--- src/ac_source_pkg.sv ---
`default_nettype none
package ac_source_pkg;

  // ****************************************************************
  // Widths and setting limits (volts and hertz, unsigned integers)
  // ****************************************************************
  typedef logic [15:0] word_type;

  localparam word_type FREQ_MIN = 16'h002D;
  localparam word_type FREQ_MAX = 16'h01F4;
  localparam word_type FREQ_RST = 16'h003C;
  localparam word_type VOLT_MAX = 16'h012C;
  localparam word_type VOLT_RST = 16'h0000;
  localparam word_type LIMIT_RST = 16'h012C;
  localparam word_type RANGE_LOW = 16'h0096;
  localparam word_type RANGE_HIGH = 16'h012C;
  localparam word_type ZERO_WORD = 16'h0000;

  // ****************************************************************
  // Status structures
  // ****************************************************************
  localparam word_type MASK_MAX = 16'h7FFF;
  localparam word_type QUESTIONABLE_SUMMARY_DEFINED = 16'h00FF;
  localparam word_type OPER_DEFINED = 16'h7FFF;
  localparam int QUESTIONABLE_SUMMARY_FLAG_W = 8;
  localparam int BIT_POWER_FAIL = 0;
  localparam int BIT_OPEN_CIRCUIT = 1;
  localparam int BIT_UNDER_VOLTAGE = 2;
  localparam int BIT_OVER_TEMP = 3;
  localparam int BIT_SHORT_CIRCUIT = 4;
  localparam int BIT_OVER_CURRENT = 5;
  localparam int BIT_OVER_POWER = 6;
  localparam int BIT_FAN_FAIL = 7;

  // ****************************************************************
  // Error queue
  // ****************************************************************
  localparam int ERR_DEPTH = 8;
  localparam int ERR_PTR_W = 3;
  localparam int ERR_CNT_W = 4;
  localparam logic [ERR_CNT_W-1:0] ERR_CNT_FULL = 4'h8;
  localparam logic [ERR_CNT_W-1:0] ERR_CNT_ONE = 4'h1;
  localparam logic [ERR_PTR_W-1:0] ERR_PTR_ONE = 3'h1;
  localparam word_type ERR_NONE = 16'h0000;
  localparam word_type ERR_OVERFLOW = 16'hFEA2;

  // ****************************************************************
  // Commands, control states and carriers
  // ****************************************************************
  typedef enum logic [4:0] {
    CMD_FREQ_WR, CMD_FREQ_RD, CMD_VOLT_WR, CMD_VOLT_RD, CMD_EPR_WR, CMD_EPR_RD,
    CMD_LIM_WR, CMD_LIM_RD, CMD_RANGE_WR, CMD_RANGE_RD, CMD_AUTO_WR, CMD_AUTO_RD,
    CMD_STAT_PRESET, CMD_OPER_EV_RD, CMD_OPER_COND_RD, CMD_OPER_EN_WR,
    CMD_OPER_EN_RD, CMD_QUESTIONABLE_SUMMARY_EV_RD, CMD_QUESTIONABLE_SUMMARY_COND_RD, CMD_QUESTIONABLE_SUMMARY_EN_WR,
    CMD_QUESTIONABLE_SUMMARY_EN_RD, CMD_QUESTIONABLE_SUMMARY_FALL_WR, CMD_QUESTIONABLE_SUMMARY_FALL_RD, CMD_QUESTIONABLE_SUMMARY_RISE_WR,
    CMD_QUESTIONABLE_SUMMARY_RISE_RD, CMD_ERR_RD, CMD_GO_LOCAL, CMD_GO_REMOTE, CMD_GO_LOCKOUT,
    CMD_CLEAR_STATUS, CMD_SETTINGS_RST
  } cmd_code_type;

  typedef enum logic [1:0] {
    CTL_LOCAL,
    CTL_REMOTE,
    CTL_LOCKOUT
  } ctl_state_type;

  typedef struct packed {
    logic valid;
    cmd_code_type code;
    word_type data;
  } cmd_req_type;

  typedef struct packed {
    logic valid;
    word_type data;
  } cmd_resp_type;

  typedef struct packed {
    word_type freq;
    word_type volt_applied;
    logic range_high;
    logic ext_mode;
  } drive_type;

  typedef struct packed {
    logic panel_enable;
    logic local_key_enable;
    ctl_state_type state;
  } panel_type;

endpackage
`default_nettype wire

--- src/ac_source_setting_status_logic.sv ---
`timescale 1ns/10ps
`default_nettype none

// Function
// Frequency 45..500 Hz, reset 60, readable
// Amplitude 0..300 V, reset 0, readable
// Applied amplitude bounded by range and limit
// External mode takes amplitude from reference input
// Limit 0..300, reset 300, clamps amplitude
// Range only 150/300, reset 150, clamps
// Explicit range write clears auto range
// Auto range picks 300 above 150 V
// Preset: rise filters set, others cleared
// Operation event clears on read or clear
// Operation mask gates operation summary
// Questionable flag bits 0..7, upper bits zero
// Questionable event latches, clears on read/clear
// Questionable condition is live, read-only
// Questionable mask gates questionable summary
// Fall/rise filters pass 1-0/0-1 changes
// Errors queue first in first out
// Overflow replaces newest entry with -350
// Empty queue reads as code 0
// Go-local command enables front panel
// Remote blocks panel except local key
// Lockout blocks panel and local key
// Power-on: rise filters set, rest cleared
// Summary is OR of event AND mask
module ac_source_setting_status_logic (
  input wire logic clk_sys_i,
  input wire logic sys_rst_i,
  input wire logic ce_i,
  input wire ac_source_pkg::cmd_req_type cmd_i,
  output ac_source_pkg::cmd_resp_type resp_o,
  input wire logic err_push_i,
  input wire ac_source_pkg::word_type err_code_i,
  input wire logic [ac_source_pkg::QUESTIONABLE_SUMMARY_FLAG_W-1:0] questionable_summary_flags_i,
  input wire ac_source_pkg::word_type oper_cond_i,
  input wire ac_source_pkg::word_type ext_volt_ref_i,
  input wire logic local_key_i,
  output ac_source_pkg::drive_type drive_o,
  output ac_source_pkg::panel_type panel_o,
  output logic questionable_summary_o,
  output logic operation_summary_o,
  output logic error_pending_o
);
  import ac_source_pkg::*;

  // ****************************************************************
  // State
  // ****************************************************************
  typedef struct packed {
    word_type freq;
    word_type ampl;
    word_type limit;
    logic range_high;
    logic auto_range;
    logic ext_mode;
    ctl_state_type ctl;
    logic [QUESTIONABLE_SUMMARY_FLAG_W-1:0] q_sync1;
    logic [QUESTIONABLE_SUMMARY_FLAG_W-1:0] q_sync2;
    logic [QUESTIONABLE_SUMMARY_FLAG_W-1:0] q_prev;
    word_type q_event;
    word_type q_mask;
    word_type q_fall;
    word_type q_rise;
    word_type o_sync1;
    word_type o_sync2;
    word_type o_prev;
    word_type o_event;
    word_type o_mask;
    word_type o_fall;
    word_type o_rise;
    word_type ref_sync1;
    word_type ref_sync2;
    logic key_sync1;
    logic key_sync2;
    logic key_prev;
    logic [ERR_DEPTH-1:0][15:0] err_mem;
    logic [ERR_PTR_W-1:0] err_head;
    logic [ERR_CNT_W-1:0] err_cnt;
    cmd_resp_type resp;
    drive_type drive;
  } state_type;

  state_type r;
  state_type next_r;

  // ****************************************************************
  // Helpers
  // ****************************************************************
  function automatic logic in_span(input word_type v, input word_type lo, input word_type hi);
    in_span = (v >= lo) && (v <= hi);
  endfunction

  function automatic word_type min_word(input word_type a, input word_type b);
    min_word = (a < b) ? a : b;
  endfunction

  function automatic logic [ERR_PTR_W-1:0] err_slot(input logic [ERR_PTR_W-1:0] head,
                                                    input logic [ERR_CNT_W-1:0] off);
    err_slot = ERR_PTR_W'(head + off[ERR_PTR_W-1:0]);
  endfunction

  function automatic word_type edge_hits(input word_type prev, input word_type now,
                                         input word_type rise, input word_type fall);
    edge_hits = (~prev & now & rise) | (prev & ~now & fall);
  endfunction

  // ****************************************************************
  // Next state
  // ****************************************************************
  logic acc;
  word_type q_cond;
  word_type q_prev_w;
  word_type o_cond;
  logic clear_status;
  logic eff_high;
  word_type demand;
  word_type range_cap;

  assign acc = cmd_i.valid;
  assign q_cond = {{(16-QUESTIONABLE_SUMMARY_FLAG_W){1'b0}}, r.q_sync2};
  assign q_prev_w = {{(16-QUESTIONABLE_SUMMARY_FLAG_W){1'b0}}, r.q_prev};
  assign o_cond = r.o_sync2 & OPER_DEFINED;
  assign clear_status = acc && (cmd_i.code == CMD_CLEAR_STATUS);

  always_comb
  begin
    next_r = r;
    eff_high = 1'b0;
    demand = ZERO_WORD;
    range_cap = ZERO_WORD;
    next_r.resp.valid = 1'b0;

    next_r.q_sync1 = questionable_summary_flags_i;
    next_r.q_sync2 = r.q_sync1;
    next_r.q_prev = r.q_sync2;
    next_r.o_sync1 = oper_cond_i;
    next_r.o_sync2 = r.o_sync1;
    next_r.o_prev = o_cond;
    next_r.ref_sync1 = ext_volt_ref_i;
    next_r.ref_sync2 = r.ref_sync1;
    next_r.key_sync1 = local_key_i;
    next_r.key_sync2 = r.key_sync1;
    next_r.key_prev = r.key_sync2;

    // Events: a new edge in the clearing cycle still sets its bit
    if (clear_status || (acc && cmd_i.code == CMD_QUESTIONABLE_SUMMARY_EV_RD))
    begin
      next_r.q_event = ZERO_WORD;
    end
    next_r.q_event = next_r.q_event | edge_hits(q_prev_w, q_cond, r.q_rise, r.q_fall);
    if (clear_status || (acc && cmd_i.code == CMD_OPER_EV_RD))
    begin
      next_r.o_event = ZERO_WORD;
    end
    next_r.o_event = next_r.o_event | edge_hits(r.o_prev, o_cond, r.o_rise, r.o_fall);

    // Error queue: pop, then clear, then push
    if (acc && cmd_i.code == CMD_ERR_RD && r.err_cnt != '0)
    begin
      next_r.err_head = r.err_head + ERR_PTR_ONE;
      next_r.err_cnt = r.err_cnt - ERR_CNT_ONE;
    end
    if (clear_status)
    begin
      next_r.err_cnt = '0;
    end
    if (err_push_i)
    begin
      if (next_r.err_cnt == ERR_CNT_FULL)
      begin
        next_r.err_mem[err_slot(next_r.err_head, next_r.err_cnt - ERR_CNT_ONE)] = ERR_OVERFLOW;
      end
      else
      begin
        next_r.err_mem[err_slot(next_r.err_head, next_r.err_cnt)] = err_code_i;
        next_r.err_cnt = next_r.err_cnt + ERR_CNT_ONE;
      end
    end

    // Local key acts only in remote state
    if (r.ctl == CTL_REMOTE && r.key_sync2 && !r.key_prev)
    begin
      next_r.ctl = CTL_LOCAL;
    end

    if (acc)
    begin
      case (cmd_i.code)
        CMD_FREQ_WR:
        begin
          if (in_span(cmd_i.data, FREQ_MIN, FREQ_MAX))
          begin
            next_r.freq = cmd_i.data;
          end
        end
        CMD_VOLT_WR:
        begin
          if (in_span(cmd_i.data, ZERO_WORD, VOLT_MAX))
          begin
            next_r.ampl = cmd_i.data;
          end
        end
        CMD_LIM_WR:
        begin
          if (in_span(cmd_i.data, ZERO_WORD, VOLT_MAX))
          begin
            next_r.limit = cmd_i.data;
          end
        end
        CMD_RANGE_WR:
        begin
          if (cmd_i.data == RANGE_LOW || cmd_i.data == RANGE_HIGH)
          begin
            next_r.range_high = (cmd_i.data == RANGE_HIGH);
            next_r.auto_range = 1'b0;
          end
        end
        CMD_AUTO_WR: next_r.auto_range = cmd_i.data[0];
        CMD_EPR_WR: next_r.ext_mode = cmd_i.data[0];
        CMD_STAT_PRESET:
        begin
          next_r.q_rise = QUESTIONABLE_SUMMARY_DEFINED;
          next_r.o_rise = OPER_DEFINED;
          next_r.q_fall = ZERO_WORD;
          next_r.o_fall = ZERO_WORD;
          next_r.q_mask = ZERO_WORD;
          next_r.o_mask = ZERO_WORD;
        end
        CMD_OPER_EN_WR: next_r.o_mask = cmd_i.data & MASK_MAX;
        CMD_QUESTIONABLE_SUMMARY_EN_WR: next_r.q_mask = cmd_i.data & MASK_MAX;
        CMD_QUESTIONABLE_SUMMARY_FALL_WR: next_r.q_fall = cmd_i.data & MASK_MAX;
        CMD_QUESTIONABLE_SUMMARY_RISE_WR: next_r.q_rise = cmd_i.data & MASK_MAX;
        CMD_GO_LOCAL: next_r.ctl = CTL_LOCAL;
        CMD_GO_REMOTE: next_r.ctl = CTL_REMOTE;
        CMD_GO_LOCKOUT: next_r.ctl = CTL_LOCKOUT;
        CMD_SETTINGS_RST:
        begin
          next_r.freq = FREQ_RST;
          next_r.ampl = VOLT_RST;
          next_r.limit = LIMIT_RST;
          next_r.range_high = 1'b0;
          next_r.auto_range = 1'b0;
          next_r.ext_mode = 1'b0;
        end
        default:
        begin
          next_r.resp.valid = 1'b0;
        end
      endcase

      // Read answers return the value held before this command
      next_r.resp.valid = 1'b1;
      case (cmd_i.code)
        CMD_FREQ_RD: next_r.resp.data = r.freq;
        CMD_VOLT_RD: next_r.resp.data = r.ampl;
        CMD_LIM_RD: next_r.resp.data = r.limit;
        CMD_EPR_RD: next_r.resp.data = {15'h0000, r.ext_mode};
        CMD_AUTO_RD: next_r.resp.data = {15'h0000, r.auto_range};
        CMD_RANGE_RD: next_r.resp.data = r.drive.range_high ? RANGE_HIGH : RANGE_LOW;
        CMD_OPER_EV_RD: next_r.resp.data = r.o_event;
        CMD_OPER_COND_RD: next_r.resp.data = o_cond;
        CMD_OPER_EN_RD: next_r.resp.data = r.o_mask;
        CMD_QUESTIONABLE_SUMMARY_EV_RD: next_r.resp.data = r.q_event;
        CMD_QUESTIONABLE_SUMMARY_COND_RD: next_r.resp.data = q_cond;
        CMD_QUESTIONABLE_SUMMARY_EN_RD: next_r.resp.data = r.q_mask;
        CMD_QUESTIONABLE_SUMMARY_FALL_RD: next_r.resp.data = r.q_fall;
        CMD_QUESTIONABLE_SUMMARY_RISE_RD: next_r.resp.data = r.q_rise;
        CMD_ERR_RD: next_r.resp.data = (r.err_cnt == '0) ? ERR_NONE : r.err_mem[r.err_head];
        default: next_r.resp.valid = 1'b0;
      endcase
    end

    // Applied output follows the settings of the coming cycle
    eff_high = next_r.auto_range ? (next_r.ampl > RANGE_LOW) : next_r.range_high;
    range_cap = eff_high ? RANGE_HIGH : RANGE_LOW;
    demand = next_r.ext_mode ? r.ref_sync2 : next_r.ampl;
    next_r.drive.freq = next_r.freq;
    next_r.drive.range_high = eff_high;
    next_r.drive.ext_mode = next_r.ext_mode;
    next_r.drive.volt_applied = min_word(min_word(demand, next_r.limit), range_cap);
  end

  // ****************************************************************
  // Registers
  // ****************************************************************
  always_ff @(posedge clk_sys_i)
  begin
    if (sys_rst_i)
    begin
      r <= '{freq: FREQ_RST, ampl: VOLT_RST, limit: LIMIT_RST,
             q_rise: QUESTIONABLE_SUMMARY_DEFINED, o_rise: OPER_DEFINED, ctl: CTL_LOCAL,
             drive: '{freq: FREQ_RST, volt_applied: VOLT_RST, range_high: 1'b0,
                      ext_mode: 1'b0},
             default: '0};
    end
    else if (ce_i)
    begin
      r <= next_r;
    end
  end

  // ****************************************************************
  // Outputs
  // ****************************************************************
  assign resp_o = r.resp;
  assign drive_o = r.drive;
  assign panel_o.panel_enable = (r.ctl == CTL_LOCAL);
  assign panel_o.local_key_enable = (r.ctl == CTL_REMOTE);
  assign panel_o.state = r.ctl;
  assign questionable_summary_o = |(r.q_event & r.q_mask);
  assign operation_summary_o = |(r.o_event & r.o_mask);
  assign error_pending_o = (r.err_cnt != '0);

  // ****************************************************************
  // Checks
  // ****************************************************************
  freq_write_a: assert property (
    @(posedge clk_sys_i) disable iff (sys_rst_i)
    ce_i && acc && cmd_i.code == CMD_FREQ_WR && !in_span(cmd_i.data, FREQ_MIN, FREQ_MAX)
    |=> r.freq == $past(r.freq))
    else $error("out-of-span frequency was stored");

  limit_clamp_a: assert property (
    @(posedge clk_sys_i) disable iff (sys_rst_i)
    ce_i |=> drive_o.volt_applied <= r.limit)
    else $error("applied voltage above limit");

  range_clamp_a: assert property (
    @(posedge clk_sys_i) disable iff (sys_rst_i)
    !drive_o.range_high |-> drive_o.volt_applied <= RANGE_LOW)
    else $error("applied voltage above low range");

  range_clears_auto_a: assert property (
    @(posedge clk_sys_i) disable iff (sys_rst_i)
    ce_i && acc && cmd_i.code == CMD_RANGE_WR && cmd_i.data == RANGE_HIGH
    |=> !r.auto_range && r.range_high)
    else $error("range write left auto mode on");

  auto_select_a: assert property (
    @(posedge clk_sys_i) disable iff (sys_rst_i)
    r.auto_range |-> drive_o.range_high == (r.ampl > RANGE_LOW))
    else $error("auto range picked wrong range");

  preset_values_a: assert property (
    @(posedge clk_sys_i) disable iff (sys_rst_i)
    ce_i && acc && cmd_i.code == CMD_STAT_PRESET
    |=> r.q_rise == QUESTIONABLE_SUMMARY_DEFINED && r.q_fall == ZERO_WORD && r.q_mask == ZERO_WORD)
    else $error("status preset values wrong");

  questionable_summary_read_a: assert property (
    @(posedge clk_sys_i) disable iff (sys_rst_i)
    ce_i && acc && cmd_i.code == CMD_QUESTIONABLE_SUMMARY_EV_RD
    |=> resp_o.valid && resp_o.data == $past(r.q_event))
    else $error("questionable event read returned wrong value");

  empty_error_a: assert property (
    @(posedge clk_sys_i) disable iff (sys_rst_i)
    ce_i && acc && cmd_i.code == CMD_ERR_RD && r.err_cnt == '0
    |=> resp_o.valid && resp_o.data == ERR_NONE)
    else $error("empty error queue gave nonzero code");

  lockout_key_a: assert property (
    @(posedge clk_sys_i) disable iff (sys_rst_i)
    r.ctl == CTL_LOCKOUT && !(ce_i && acc) |=> r.ctl == CTL_LOCKOUT)
    else $error("lockout left without a command");

endmodule
`default_nettype wire

--- config.mk ---
export PLATFORM = sky130hd
export DESIGN_NAME = ac_source_setting_status_logic
export DESIGN_NICKNAME = d
export VERILOG_FILES = /design/src/ac_source_pkg.sv /design/src/ac_source_setting_status_logic.sv
export SDC_FILE = /design/constraint.sdc
export NUM_CORES = 1
export LEC_CHECK = 0
export BUFFER_PORTS_ARGS = -buffer_cell sky130_fd_sc_hd__buf_4
export CAP_MARGIN = 10
export CORE_MARGIN = 4
export CORE_UTILIZATION = 40
export CTS_CLUSTER_DIAMETER = 150
export CTS_CLUSTER_SIZE = 8
export DETAILED_ROUTE_END_ITERATION = 8
export PLACE_DENSITY = 0.64
export SYNTH_ARGS = -nofsm -noshare
export SYNTH_HDL_FRONTEND = slang
export SYNTH_SLANG_ARGS = --single-unit
--- constraint.sdc ---
create_clock -name clk_sys_i -period 7.2 [get_ports clk_sys_i]
set_input_delay 1.44 -clock clk_sys_i [delete_from_list [all_inputs] [get_ports clk_sys_i]]
set_output_delay 1.44 -clock clk_sys_i [all_outputs]
set_load 0.005 [all_outputs]
; ---- Yosys cells after proc, flatten, opt, wreduce, memory -nomap -nowiden
; Index checks and enable logic that the tools add are counted.
[word_totals]
reg_bits = 422
input_bits = 83
output_inout_bits = 58
elab_cells = 183
[classes]
n_addsub = 6
magnitude_cmp = 12
eq_ne = 35
muxes = 41
bitwise = 16
reduce_logical = 35
[op_table]
columns = cell, n
row1 = one-hot mux 16 bit (15 select lines), 1
row2 = one-hot mux 16 bit (2 select lines), 7
row3 = 2-to-1 mux 16 bit, 12
row4 = bitwise mux 128 bit, 1
row5 = 2-to-1 mux 128 bit, 1
row6 = demux 16 bit (select 3 bit), 2
row7 = bitwise OR 80 bit, 1
row8 = "== test 5 bit, second input constant", 15
row9 = bitwise AND 16 bit, 4
row10 = 2-to-1 mux 53 bit, 1
row11 = bitwise AND 48 bit, 1
row12 = binary-select mux 16 bit (select 3 bit), 1
row13 = NOT 48 bit, 1
row14 = "== test 5 x 4 -> 1 bit, second input constant", 8
row15 = "less-or-equal comparator 16 x 9 -> 1 bit, second input constant", 2
row16 = NOT 8 -> 16 bit, 2
row17 = bitwise OR 16 bit, 2
row18 = OR reduction 16 bit, 2
row19 = "== test 5 x 3 -> 1 bit, second input constant", 4
row20 = 2-to-1 mux 9 bit, 2
row21 = 2-to-1 mux 17 bit, 1
row22 = bitwise AND 16 x 8 -> 16 bit, 1
row23 = bitwise AND 8 x 16 -> 16 bit, 1
row24 = "== test 16 x 8 -> 1 bit, second input constant", 1
row25 = 41 further kinds, 71

; ---- Longest topological paths before layout
[logic_depth]
ltp_word = 14
mapped_depth = 26
ltp_nobuf = 21

; ---- Worst setup path after synthesis
; No wires, ideal clock.
[synth_path]
path_type = input-to-reg
from = in cmd_i[19] in the netlist's numbering
to = reg r (netlist bit drive_o[10])
setup_time_ps = 95
arrival_time_ps = 6536
t_required_ps = 7105
slack_ps = 568
path_stages = 25
cell_sequence = buf_4 and4b_1 a31o_1 mux2i_1 clkbuf_1 buf_1 nor2_1 a22o_1 ha_1 a21o_1 a21o_1 a221oi_1 o21ai_0 a211oi_2 buf_4 buf_1 nand2_1 o21ai_0 ha_1 a211oi_1 o21ai_0 mux2i_1 o311a_4 o221ai_1 a221oi_1
[synth_via]
elab_chain_cells = 8
[synth_lines]
columns = element, line_no
row1 = "start, declared", ac_source_setting_status_logic.sv:33  ; input wire ac_source_pkg::cmd_req_type cmd_i,
row2 = "== test 5 bit, or another cell as far along", ac_source_setting_status_logic.sv:191  ; case (cmd_i.code)
row3 = one-hot mux 16 bit (2 select lines) / one-hot mux 1 bit (2 select lines) (equally long branches), ac_source_setting_status_logic.sv:191
row4 = 2-to-1 mux 53 bit *, ac_source_setting_status_logic.sv:189  ; if (acc)
row5 = 2-to-1 mux 16 bit / > comparator 16 x 8 -> 1 bit (equally long branches), "ac_source_setting_status_logic.sv:279, ac_source_setting_status_logic.sv:277"
row6 = less-than comparator 16 bit / 2-to-1 mux 1 bit (equally long branches), "ac_source_setting_status_logic.sv:97, ac_source_setting_status_logic.sv:277"
row7 = 2-to-1 mux 16 bit / 2-to-1 mux 9 bit (equally long branches), "ac_source_setting_status_logic.sv:97, ac_source_setting_status_logic.sv:278"
row8 = less-than comparator 16 x 9 -> 1 bit, ac_source_setting_status_logic.sv:97  ; min_word = (a < b) ? a : b;
row9 = 2-to-1 mux 16 bit *, ac_source_setting_status_logic.sv:97
row10 = "end signal, assigned", ac_source_setting_status_logic.sv:293  ; r <= '{freq: FREQ_RST, ampl: VOLT_RST, limit: LIMIT_RST,
row11 = "end signal, assigned", ac_source_setting_status_logic.sv:301  ; r <= next_r;
row12 = "end, declared", ac_source_setting_status_logic.sv:86  ; state_type r;
; Mark *: on every way between the ends. The rest lies on a longest branch, timed or not. The select of a mux whose other input is x is not followed.
; A chain may end at the register's enable or synchronous reset.

; ---- Final worst setup path
[layout_path]
from = in cmd_i[16] in the netlist's numbering
to = reg r (netlist bit drive_o[2])
; The elaborated chain is that of the path after synthesis.

==> results.py <==
metrics = {
    "power": {
        "power.leakage_nw": 8.38,
        "power.density_nw_per_um2": 240,
        "ir_drop_uv": 162,
        "totalPowerFinal_mw": 5.26,
    },
    "sta": {
        "fin_skew_ns": 0.0354,
        "final.setup.tns_ns": 0,
        "slew_violations": 0,
        "worst_pin_slew_ns": 1.28,
        "hold_slack_ns": 0.447,
        "max_freq_ghz": 0.162,
        "fin_ws_ns": 1.01,
        "max_slew_margin_pct": 13.8,
        "period_share_pct": 85.9,
        "period_needed_ns": 6.19,
        "finalSetupViolations": 0,
        "rsz0062_at_grt": "false",
        "finalHoldViolCount": 0,
    },
    "layout": {
        "final_common_cell": "dfxtp_1",
        "multi_input_area_um2": 9820,
        "drive_above_1_share_pct": 15.5,
        "syn_to_final_growth_pct": 13.4,
        "utilization_pct": 45.9,
        "antenna_cells": 0,
        "layout_common_cells": "dfxtp_1, nor2_1, buf_4, nand2_1, a21oi_1",
        "num-fill-cells": 4498,
        "fin_nets": 2285,
        "ff_latch_area_um2": 8190,
    },
    "detailed_routing": {
        "first_pass_iters": 6,
        "routed_wl_um": 63900,
        "first_iter_violations": 2346,
        "vias_per_cell": 6.10,
        "detail-route-antenna-nets": 0,
        "vias": 17000,
        "wl_per_cell_um": 22.9,
        "drc_errors": 0,
    },
    "floorplanning": {
        "core_um2": 47700,
        "initial_core_util_pct": 40.5,
        "pin_count": 141,
        "fp.dieH_um": 228,
        "num_rows": 80,
        "die-area_um2": 51900,
        "die_w_um": 228,
    },
    "grt": {
        "grt_max_degree": 144,
        "grt_pass1_wl_um": 97200,
        "overflow": 0,
        "grt_antenna_before_repair": 4,
        "grt_pass1_vias": 16200,
        "track_usage_pct": 23.5,
    },
    "clocking": {
        "postCtsSetupBuffers": 0,
        "cts_max_level": 2,
        "insertion_delay_ns": 0.61,
        "cts_resized": 0,
        "cts_buffer_depth": 3,
        "clkSinkCount": 409,
        "clk_pin_slew_ns": 0.05,
        "root_buffer": "clkbuf_16",
        "cts.hold.buffers_added": 0,
        "cts_tree": "yes",
        "cts_buffers": 57,
    },
    "logic_synthesis": {
        "synth_area_leader_cell": "dfxtp_1",
        "ys_seq_elements": 409,
        "ys.flop_type": "dfxtp_1",
        "avgSynthCellArea_um2": 8.99,
        "async_reset_ff_share_pct": 0,
        "syn_inst": 2150,
        "ys_warn_count": 0,
        "yosysSeqAreaShare_pct": 42.4,
        "yosysTopAreaCellShare_pct": 42.4,
        "synth.distinct_cells": 84,
        "syn-cell-area_um2": 19300,
        "syn_nets": 2263,
        "synth-edff-count": 0,
        "netlist_top_cells_area": "dfxtp_1, mux2i_1, nor2_1",
    },
    "setup_path": {
        "max_stage_delay_ns": 0.56,
        "path_max_fanout": 26,
        "critical_path_arrival_ns": 6.68,
        "critPathSlowestCell": "o311ai_1",
        "cpMostUsedCell": "o21ai_0",
        "crit_type": "input pin to flop",
        "setup.worst_path.start_class": "input pin",
        "critical_path_required_ns": 7.70,
        "endpoint_kind": "flop",
        "path_cells": "buf_4 -> and4b_1 -> nand3_1 -> a22o_1 -> a221oi_1 -> nor2_1 -> ha_1 -> o21a_1 -> o21ai_0 -> a211o_1 -> a311oi_1 -> a211oi_2 -> buf_4 -> o21ai_0 -> ha_1 -> and3_1 -> o311ai_1 -> o21ai_0 -> o32ai_1",
    },
    "placement": {
        "place_hpwl_um": 43200,
        "place_congestion": 0.913,
        "io_buffers": 139,
        "dpl_worst_slack_ns": 0.527,
    },
    "min_path": {
        "hold_path.class": "flop to flop",
    },
    "job": {
        "drv_cap": 0,
    },
    "status": {
        "status": "completed",
    },
}
[state kept, by name, indices dropped and copies added (netlist names)]
register  flops
next_r       64
panel_o       2
r           284
drive_o      34
q_prev_w      8
resp_o       17
[per-stage QoR]
step                      cell area (µm²)  instances
final                               21900       2789
after global routing                21900       2789
after CTS                           21900       2788
after detailed placement            20400       2727
after global placement              20400       2727
after floorplan                     19300       2150
[path summary, 6_finish.rpt]
check / depth (start not counted) / end / from / slack (ns)
min: 2 / r[152]$_SDFFE_PP0P_ / r[152]$_SDFFE_PP0P_ / 0.45
max: 19 / drive_o[2]$_SDFFE_PP0P_ / cmd_i[16] / 1.01
min reg2reg: 2 / r[152]$_SDFFE_PP0P_ / r[152]$_SDFFE_PP0P_ / 0.45
max reg2reg: 19 / drive_o[2]$_SDFFE_PP0P_ / drive_o[0]$_SDFFE_PP0P_ / 1.96
[where the power goes]
group          switching [mW]  leakage (nW)  internal, mW
logic                   0.327          4.34         0.203
clock network           0.946         0.727          1.40
registers              0.0498          3.32          2.34
total                    1.32          8.38          3.94
[synthesized netlist by cell type, types with 38 or more instances]
master,n
a21oi_1,124
a22oi_1,109
nand2_1,162
nor2_1,281
buf_4,56
dfxtp_1,409
clkbuf_1,132
inv_1,75
o21ai_0,60
nor3_1,38
nand3_1,44
mux2i_1,111
[critical path, delay by kind of cell]
| kind | cells | cell delay (ns) |
|---|---|---|
| fa+ha+maj | 2 | 0.64 |
| buf+inv | 2 | 0.41 |
| simple gates | 4 | 1.02 |
| compound gates | 11 | 3.14 |
[routing by layer]
| layer | global-route usage (%) | vias up | share of wire [%] |
|---|---|---|---|
| met5 | 0 | - | 0.074 |
| met4 | 9.26 | 8 | 4.0 |
| met3 | 6.04 | 138 | 9.5 |
| met2 | 35.2 | 831 | 43 |
| met1 | 32.7 | 8174 | 43 |
| li1 | - | 7867 | - |
[cell type report]
| type | count | share of cell area [%] |
|---|---|---|
| multi-input cells | 1448 | 44.8 |
| flip-flops and latches | 409 | 37.4 |
| clock buffers | 59 | 6.64 |
| repair buffers | 179 | 6.19 |
| well taps | 615 | 3.51 |
| inverters | 77 | 1.32 |
| clock inverters | 2 | 0.114 |
[kinds of logic (layout without fill, tap and decap cells)]
logic type               count (synthesis)  count (layout)  share of synthesized area, %
AND/OR/NAND/NOR                        671             671                          15.9
AO/OA/AOI/OAI                          586             586                          22.3
flip-flops                             409             409                          42.4
buffers and inverters                  293             317                          6.90
multiplexers                           147             147                          9.71
adder cells (fa/ha/maj)                 30              30                          1.98
XOR/XNOR                                14              14                         0.848
No activity file was read; power rests on OpenSTA's default activity.
